**src/cpsm_defs.svh**
```systemverilog
// constants for the cell protection state machine
`ifndef CPSM_DEFS_SVH
`define CPSM_DEFS_SVH

// ----------------------------------------
// timing
// ----------------------------------------
`define CPSM_CLK_HZ 25000000
`define CPSM_OSC_HZ 2000
`define CPSM_T_OVC_MS 1000
`define CPSM_T_UVD_MS 125
`define CPSM_T_OC1_MS 8
`define CPSM_T_OC2_MS 2
`define CPSM_TICKS(ms) (((ms) * `CPSM_OSC_HZ) / 1000)

// ----------------------------------------
// counter widths
// ----------------------------------------
`define CPSM_DIV_W 14
`define CPSM_OVC_W 11
`define CPSM_UVD_W 8
`define CPSM_OC_W 5

// ----------------------------------------
// register map
// ----------------------------------------
`define CPSM_ADDR_W 12
`define CPSM_REG_CTRL 12'h000
`define CPSM_REG_STAT 12'h004
`define CPSM_CTRL_HYST 0
`define CPSM_CTRL_PDEN 1
`define CPSM_CTRL_RST 2'h3
`define CPSM_STAT_GATE_LSB 8
`define CPSM_STAT_SEEN 14
`define CPSM_STAT_CMP_LSB 16

`endif

```
**src/cpsm_pkg.sv**
```systemverilog
// types for the cell protection state machine
`default_nettype none
`include "cpsm_defs.svh"

package cpsm_pkg;

  typedef enum logic [4:0] {
    ST_NORMAL = 5'h01,
    ST_OVERCURRENT = 5'h02,
    ST_OVERCHARGE = 5'h04,
    ST_OVERDISCH = 5'h08,
    ST_POWERDOWN = 5'h10
  } cpsm_state_t;

  // comparator outputs, all active high
  typedef struct packed {
    logic ovHigh;
    logic ovRelease;
    logic uvLow;
    logic uvRelease;
    logic chgDetect;
    logic oc1;
    logic oc2;
    logic shortDet;
    logic nearSupply;
  } cpsm_cmp_t;

  typedef struct packed {
    logic chargeGateOut;
    logic dischargeGateOut;
    logic sensePulldown;
    logic sensePullup;
    logic sleepMode;
    logic ovRaise;
  } cpsm_gate_t;

  typedef struct packed {
    logic pdEn;
    logic hyst;
  } cpsm_ctrl_t;

  typedef struct packed {
    cpsm_state_t st;
    cpsm_cmp_t s1;
    cpsm_cmp_t s2;
    cpsm_cmp_t s3;
    cpsm_cmp_t filt;
    logic [`CPSM_DIV_W-1:0] div;
    logic tick;
    logic [`CPSM_OVC_W-1:0] ovcCnt;
    logic [`CPSM_UVD_W-1:0] uvdCnt;
    logic [`CPSM_OC_W-1:0] ocCnt;
    logic chargerSeen;
    cpsm_ctrl_t ctrl;
    cpsm_gate_t gate;
    logic pready;
    logic pslverr;
    logic [31:0] prdata;
  } cpsm_regs_t;

endpackage
`default_nettype wire

```
**src/cpsm_ctrl.sv**
```systemverilog
// cell protection state machine with apb control and status
// ----------------------------------------
// ----------------------------------------
//
// The APB register port and the register addresses were chosen for this implementation.
`timescale 1ns/1ps
`default_nettype none
`include "cpsm_defs.svh"

module cpsm_ctrl #(
  parameter int unsigned OSC_DIV = `CPSM_CLK_HZ / `CPSM_OSC_HZ
) (
  input wire logic clock,
  input wire logic rstn,
  input wire cpsm_pkg::cpsm_cmp_t cmpIn,
  output var cpsm_pkg::cpsm_gate_t gateOut,
  input wire logic psel,
  input wire logic penable,
  input wire logic pwrite,
  input wire logic [`CPSM_ADDR_W-1:0] paddr,
  input wire logic [31:0] pwdata,
  output logic [31:0] prdata,
  output logic pready,
  output logic pslverr
);

  // ----------------------------------------
  // constants
  // ----------------------------------------
  localparam logic [`CPSM_OVC_W-1:0] OVC_TICKS = `CPSM_OVC_W'(`CPSM_TICKS(`CPSM_T_OVC_MS));
  localparam logic [`CPSM_UVD_W-1:0] UVD_TICKS = `CPSM_UVD_W'(`CPSM_TICKS(`CPSM_T_UVD_MS));
  localparam logic [`CPSM_OC_W-1:0] OC1_TICKS = `CPSM_OC_W'(`CPSM_TICKS(`CPSM_T_OC1_MS));
  localparam logic [`CPSM_OC_W-1:0] OC2_TICKS = `CPSM_OC_W'(`CPSM_TICKS(`CPSM_T_OC2_MS));
  localparam logic [`CPSM_DIV_W-1:0] DIV_LAST = `CPSM_DIV_W'(OSC_DIV - 1);

  localparam cpsm_pkg::cpsm_regs_t RESET_C = '{
    st: cpsm_pkg::ST_NORMAL,
    ctrl: `CPSM_CTRL_RST,
    gate: '{chargeGateOut: 1'b1, dischargeGateOut: 1'b1, default: 1'b0},
    default: '0
  };

  cpsm_pkg::cpsm_regs_t r_q;
  cpsm_pkg::cpsm_regs_t r_d;

  assign gateOut = r_q.gate;
  assign prdata = r_q.prdata;
  assign pready = r_q.pready;
  assign pslverr = r_q.pslverr;

  // ----------------------------------------
  // next state
  // ----------------------------------------
  always_comb begin
    cpsm_pkg::cpsm_cmp_t f;
    logic ocAct;
    logic ocTrip;
    logic setup;
    logic mapped;
    f = r_q.filt;
    ocAct = 1'b0;
    ocTrip = 1'b0;
    setup = 1'b0;
    mapped = 1'b0;
    r_d = r_q;

    r_d.s1 = cmpIn;
    r_d.s2 = r_q.s1;
    r_d.s3 = r_q.s2;
    // a bit moves only once stages two and three agree
    r_d.filt = (r_q.s2 & r_q.s3) | (r_q.filt & (r_q.s2 | r_q.s3));

    r_d.tick = (r_q.div == DIV_LAST);
    r_d.div = r_d.tick ? '0 : r_q.div + 1'b1;

    r_d.ovcCnt = '0;
    r_d.uvdCnt = '0;
    r_d.ocCnt = '0;
    if (r_q.st == cpsm_pkg::ST_NORMAL) begin
      ocAct = f.oc1 | f.oc2;
      if (ocAct) begin
        r_d.ocCnt = r_q.ocCnt + {{(`CPSM_OC_W-1){1'b0}}, r_q.tick && r_q.ocCnt != OC1_TICKS};
      end
      if (f.ovHigh) begin
        r_d.ovcCnt = r_q.ovcCnt + {{(`CPSM_OVC_W-1){1'b0}}, r_q.tick && r_q.ovcCnt != OVC_TICKS};
      end
      if (f.uvLow) begin
        r_d.uvdCnt = r_q.uvdCnt + {{(`CPSM_UVD_W-1){1'b0}}, r_q.tick && r_q.uvdCnt != UVD_TICKS};
      end
      ocTrip = f.shortDet || (f.oc1 && r_q.ocCnt >= OC1_TICKS)
        || (f.oc2 && r_q.ocCnt >= OC2_TICKS);
    end

    case (r_q.st)
      cpsm_pkg::ST_NORMAL: begin
        if (ocTrip) begin
          r_d.st = cpsm_pkg::ST_OVERCURRENT;
        end else if (f.uvLow && r_q.uvdCnt >= UVD_TICKS) begin
          r_d.st = cpsm_pkg::ST_OVERDISCH;
          r_d.chargerSeen = 1'b0;
        end else if (f.ovHigh && r_q.ovcCnt >= OVC_TICKS) begin
          r_d.st = cpsm_pkg::ST_OVERCHARGE;
          r_d.gate.ovRaise = 1'b0;
        end
      end
      cpsm_pkg::ST_OVERCURRENT: begin
        if (!f.oc1 && !f.oc2 && !f.shortDet) begin
          r_d.st = cpsm_pkg::ST_NORMAL;
        end
      end
      cpsm_pkg::ST_OVERCHARGE: begin
        if (f.shortDet) begin
          r_d.st = cpsm_pkg::ST_OVERCURRENT;
        end else if (f.ovRelease && !r_q.gate.ovRaise) begin
          r_d.st = cpsm_pkg::ST_NORMAL;
        end else if (r_q.ctrl.hyst) begin
          if (f.oc1 && !f.ovHigh) begin
            r_d.st = cpsm_pkg::ST_NORMAL;
          end
        end else begin
          // raise threshold on load, then compare
          if (f.oc1) begin
            r_d.gate.ovRaise = 1'b1;
          end
          // release on the first tick with ovRaise set and filtered ovHigh low, which can come before the raised compare has passed the sync stages
          if (r_q.gate.ovRaise && r_q.tick && !f.ovHigh) begin
            r_d.st = cpsm_pkg::ST_NORMAL;
          end
        end
      end
      cpsm_pkg::ST_OVERDISCH: begin
        if (f.chgDetect) begin
          r_d.chargerSeen = 1'b1;
        end
        // charger seen, release at low threshold
        if (r_q.chargerSeen ? !f.uvLow : f.uvRelease) begin
          r_d.st = cpsm_pkg::ST_NORMAL;
        // pulled near supply, go to sleep
        end else if (r_q.ctrl.pdEn && f.nearSupply) begin
          r_d.st = cpsm_pkg::ST_POWERDOWN;
        end
      end
      cpsm_pkg::ST_POWERDOWN: begin
        if (!f.nearSupply) begin
          r_d.st = cpsm_pkg::ST_OVERDISCH;
          r_d.chargerSeen = 1'b1;
        end
      end
      default: begin
        r_d.st = cpsm_pkg::ST_NORMAL;
      end
    endcase
    if (r_d.st != cpsm_pkg::ST_OVERCHARGE) begin
      r_d.gate.ovRaise = 1'b0;
    end

    // ----------------------------------------
    // outputs from next state
    // ----------------------------------------
    // gates follow state
    r_d.gate.chargeGateOut = (r_d.st != cpsm_pkg::ST_OVERCHARGE);
    r_d.gate.dischargeGateOut = (r_d.st == cpsm_pkg::ST_NORMAL)
      || (r_d.st == cpsm_pkg::ST_OVERCHARGE);
    r_d.gate.sensePulldown = (r_d.st == cpsm_pkg::ST_OVERCURRENT);
    r_d.gate.sensePullup = (r_d.st == cpsm_pkg::ST_OVERDISCH)
      || (r_d.st == cpsm_pkg::ST_POWERDOWN);
    r_d.gate.sleepMode = (r_d.st == cpsm_pkg::ST_POWERDOWN);

    // ----------------------------------------
    // apb slave, one wait free access cycle
    // ----------------------------------------
    setup = psel && !penable;
    mapped = (paddr == `CPSM_REG_CTRL) || (paddr == `CPSM_REG_STAT);
    r_d.pready = setup;
    if (setup) begin
      r_d.pslverr = !mapped;
      r_d.prdata = '0;
      if (!pwrite && paddr == `CPSM_REG_CTRL) begin
        r_d.prdata[`CPSM_CTRL_HYST] = r_q.ctrl.hyst;
        r_d.prdata[`CPSM_CTRL_PDEN] = r_q.ctrl.pdEn;
      end else if (!pwrite && paddr == `CPSM_REG_STAT) begin
        r_d.prdata[4:0] = r_q.st;
        r_d.prdata[`CPSM_STAT_GATE_LSB +: 6] = r_q.gate;
        r_d.prdata[`CPSM_STAT_SEEN] = r_q.chargerSeen;
        r_d.prdata[`CPSM_STAT_CMP_LSB +: 9] = r_q.filt;
      end
    end else if (!psel) begin
      r_d.pslverr = 1'b0;
    end
    // write lands on the completing edge only
    if (psel && penable && r_q.pready && pwrite && paddr == `CPSM_REG_CTRL) begin
      r_d.ctrl.hyst = pwdata[`CPSM_CTRL_HYST];
      r_d.ctrl.pdEn = pwdata[`CPSM_CTRL_PDEN];
    end
  end

  always_ff @(posedge clock or negedge rstn) begin
    if (!rstn) begin
      r_q <= RESET_C;
    end else begin
      r_q <= r_d;
    end
  end

endmodule
`default_nettype wire

```
**config.mk**
```make
export PLATFORM = sky130hd
export DESIGN_NAME = cpsm_ctrl
export DESIGN_NICKNAME = d
export VERILOG_FILES = /design/src/cpsm_pkg.sv /design/src/cpsm_ctrl.sv
export VERILOG_INCLUDE_DIRS = /design/src
export SDC_FILE = /design/constraint.sdc
export NUM_CORES = 1
export LEC_CHECK = 0
export BUFFER_PORTS_ARGS = -buffer_cell sky130_fd_sc_hd__clkbuf_2
export CAP_MARGIN = 10
export CORE_UTILIZATION = 40
export DETAILED_ROUTE_END_ITERATION = 10
export GPL_ROUTABILITY_DRIVEN = 1
export PLACE_DENSITY = 0.62
export SETUP_SLACK_MARGIN = 0.15
export SLEW_MARGIN = 40
export SYNTH_ARGS = -nofsm -noshare
export SYNTH_HDL_FRONTEND = slang
export SYNTH_SLANG_ARGS = --single-unit
```
**constraint.sdc**
```tcl
create_clock -name clock -period 6.08 [get_ports clock]
set_clock_uncertainty 0.15 [all_clocks]
set_input_delay 0 -clock clock [delete_from_list [all_inputs] [get_ports clock]]
set_output_delay 0 -clock clock [all_outputs]
set_load 0.03 [all_outputs]
```
; ---- Word-level counts from Yosys, hierarchy flattened
; Index checks and enable logic that the tools add are counted.
; W data, S select, Z words.
[word_totals]
register_bits = 112
elab_cells = 178
inputBits = 58
out_inout_bits = 40
[classes]
n_mux = 43
bitwise_logic = 5
addsub = 4
reduce_logical = 40
n_lt_le_gt_ge = 4
eq_ne = 28
[op_table]
columns = operator, count
row1 = $mux W5, 14
row2 = $pmux W5 S5, 1
row3 = $mux W24, 1
row4 = $logic_and A1 B1 Y1, 21
row5 = $and A9 B9 Y9, 2
row6 = $mux W9, 2
row7 = $ne A3 B3 Y1 const B, 6
row8 = $or A9 B9 Y9, 2
row9 = $mux W1, 16
row10 = $add A14 B1 Y14 const B, 1
row11 = $eq A14 B14 Y1 const B, 1
row12 = $mux W14, 1
row13 = $mux W7, 2
row14 = $eq A12 B3 Y1 const B, 1
row15 = $logic_not A12 Y1, 1
row16 = $add A11 B1 Y11, 1
row17 = $ge A11 B11 Y1 const B, 1
row18 = $mux W11, 1
row19 = $ne A11 B11 Y1 const B, 1
row20 = $eq A5 B1 Y1 const B, 2
row21 = $eq A5 B2 Y1 const B, 2
row22 = $eq A5 B3 Y1 const B, 2
row23 = $eq A5 B4 Y1 const B, 2
row24 = $eq A5 B5 Y1 const B, 2
row25 = 22 further kinds, 38

; ---- Logic depth before layout (Yosys ltp)
[depth]
word_depth = 10
depth_mapped = 10
ltp_nobuf = 10

; ---- Worst setup path before layout
; Ideal clock, no wire load.
[synth_timing]
path_type = reg2reg
start = register r_q[58] in the netlist's numbering
end = register r_q[64] in the netlist's numbering
stages_incl_launch_ff = 11
n_path_buf = 0
t_arrival_ns = 2.212
slack_ns = 3.591
setup_ns = 0.127
t_required_ns = 5.803
period_less_slack_ns = 2.489
cell_sequence = dfrtp_1 or4b_1 nor3_1 a31oi_1 ha_1 ha_1 and3_1 and3_1 nand3_1 xor2_1 nor2_1
[synth_lines]
columns = item, line
row1 = "start, declared", cpsm_ctrl.sv:43  ; cpsm_pkg::cpsm_regs_t r_q;
row2 = "start signal, assigned", cpsm_ctrl.sv:201  ; r_q <= r_d;

==> qor.txt <==
Largest net degree at the start of global routing -> 74
Setup slack at placement -> 3.43 ns
Hold Buf Count CTS -> 19
Hold crit path type -> in2async
Setup ws final -> 3.43 ns
Final hold vios -> 0
CTS buffer count -> 9
EDFF count, synth -> 0
DIE HEIGHT -> 111 microns
Postcts setup bufs -> 0
DP Wirelength -> 5560 microns
Syn Inst Count -> 403
Reg2reg start -> r_q[58]
Diode count -> 0
Worst Path Max Fanout -> 5
Post-synth cell types -> 53
Final net count -> 518
RR Endpoint -> r_q[64]
CP startpoint kind -> register
Failing checks -> design-rule violations
I/O Buffers -> 56
Worst-case reg-to-reg path depth -> 10
Power Dens Cells -> 301 nW/um^2
Crit path DAT -> 2.72 ns
Post-synth top area share -> 56.4%
Clk root buf -> clkbuf_16
Initial core utilization -> 41.2%
Synth Cell Area -> 4750 sq um
DRC errors left -> 12
Post-synthesis register bit count -> 112
Worst endpoint required time -> 6.15 ns
Initial antenna violation count -> 0
DRT iter0 DRCs -> 152
Worst-path cell chain -> or4b_1, nor3_1, a31oi_1, ha_1, ha_1, and3_1, and3_1, nand3_1, xor2_1, nor2_1
Placed insts -> 566
Grt ovf -> 0
Hold slack -> 0.000313 ns
YS warnings -> 0
Final Max Tran Viols -> 0
Resized Gates After CTS -> 0
Period utilisation layout -> 43.6%
GPL Wtd Cong -> 0.822
# clock sinks -> 112
Clk buf depth -> 2
Area leader, netlist -> dfrtp_1
Skew-Pair Late Insertion Delay -> 0.35 ns
Most frequent cell after synthesis -> dfrtp_1
Syn avg cell area -> 11.8 sq um
Maxcap violations -> 0
Max incr delay on CP -> 0.52 ns
FFs w/ async S/R, synth -> 100%
Unrepaired setup endpoints after global routing -> false
Routed vias -> 3024
Setup-failing EPs final -> 0
Synth top area cells -> dfrtp_1, buf_4, a22o_1
Primary FF master, synth -> dfrtp_1
WL per Instance -> 13.8 microns
Post-Layout Cell Count -> 601
Final design utilization -> 47.5%
Crit path from -> r_q[58]
Clock transition at path regs -> 0.07 ns
LEAKAGE -> 2.59 nW
DRT Wirelength -> 8290 microns
Synth-to-layout area growth -> 15.2%
H-tree lvl count -> 3
Worst VDD drop -> 0.221 mV
Setup TNS -> 0 ns
Sequential share of the synthesized area -> 59.2%
Tot GR Track Use -> 14.4%
Tmin final -> 2.65 ns
DR pass1 iterations -> 7
CP endpoint kind -> register
DIE WIDTH -> 111 microns
Setup CP Type -> reg2reg
Total core area -> 11500 sq um
Multi-input logic area -> 1630 sq um
Fillers -> 1057
CP max stage cell -> or4b_1
Die area -> 12300 sq um
CTS tree -> yes
Vias/cell -> 5.03
Worst Tran Pin Value -> 0.639 ns
Vias in the first global route -> 2937
Reg area -> 2810 sq um
Outcome -> finished, violations left
Rows -> 39
DRT antenna net count -> 0
Fmax -> 0.377 GHz
Share of cells above drive strength 1 -> 19.0%
Commonest cells post-synth -> dfrtp_1, nor2_1, buf_4
First-pass GRT wire length -> 14100 microns
# IOs -> 98
FF-to-FF setup slack -> 3.43 ns
Slew HR -> 57.4%
## layout by cell type (no fill, tap or decap), drive strengths merged, types with 4 or more instances in the layout
master and count:
nand2 22, nor2 42, ha 7, nor4 9, nand4 4, dfstp 5, dfrtp 107, xor2 14
a22o 19, o21ai 8, nand3 22, nand2b 6, nor3 8, maj3 9, clkbuf 64, dlygate4sd3 19
xnor2 16, inv 9, and3 11, conb 11
## worst max path at each step
| stage | endpoint | slack [ns] | depth (start not counted) |
|---|---|---|---|
| 6_report | r_q[64] | 3.43 | 10 |
| 5_1_grt | r_q[64] | 3.28 | 10 |
| 3_5_place_dp | r_q[64] | 3.43 | 10 |
| 3_3_place_gp | r_q[64] | 3.47 | 10 |
| 4_1_cts | r_q[64] | 3.43 | 10 |
| 2_1_floorplan | r_q[64] | 3.59 | 10 |
## critical path: cells and delay by family, from the launching register on
family	cells	cell delay, ns
xor+xnor	1	0.15
compound gates	1	0.11
simple gates	6	1.24
flops	1	0.42
fa+ha+maj	2	0.45
## where the power goes
part	internal (W)	total, W	leakage (nW)	switching (W)
combinational	0.0000649	0.000182	0.990	0.000117
clock	0.000370	0.000645	0.161	0.000276
sequential	0.000781	0.000818	1.44	0.0000368
total	0.00122	0.00165	2.59	0.000430
## sequential cells by signal, indices dropped and copies added, names as in the netlist
register  count
r_d          18
pready        1
pslverr       1
r_q          65
gateOut       6
prdata       21
## metal layers
layer	global-route usage, %	wire, microns	vias up
met5	0	0	-
met4	4.02	100	0
met3	4.37	285	7
met2	22.4	3850	48
met1	19.6	4050	1514
li1	-	-	1455
## cell type report
class | count | area share [%]
timing repair buffer | 77 | 8.99
sequential | 112 | 51.3
clock buffer | 9 | 4.12
inverter | 7 | 0.480
tap | 143 | 3.27
clock inverter | 7 | 2.06
multi-input combinational | 246 | 29.7
## metrics by stage
stage | area (sq um) | power [W]
global route | 5470 | 0.00172
global placement | 4940 | 0.00100
floorplan | 4790 | 0.000966
CTS | 5470 | 0.00167
finish | 5470 | 0.00165
detailed placement | 4940 | 0.00101
## logic make-up (layout without fill, tap and decap cells)
group                      after synthesis  count (layout)  synth area share (%)
and+or+nand+nor                        139             139                  15.5
DFF                                    112             112                  59.2
buffers and inverters                   55             100                  7.62
AOI/OAI and AO/OA                       47              47                  7.67
xor gates and xnor gates                30              30                  5.53
adders and majority gates               16              16                  3.74
muxes                                    3               3                 0.685
other                                    1              11                0.0790
(Power assumes the default switching activity.)
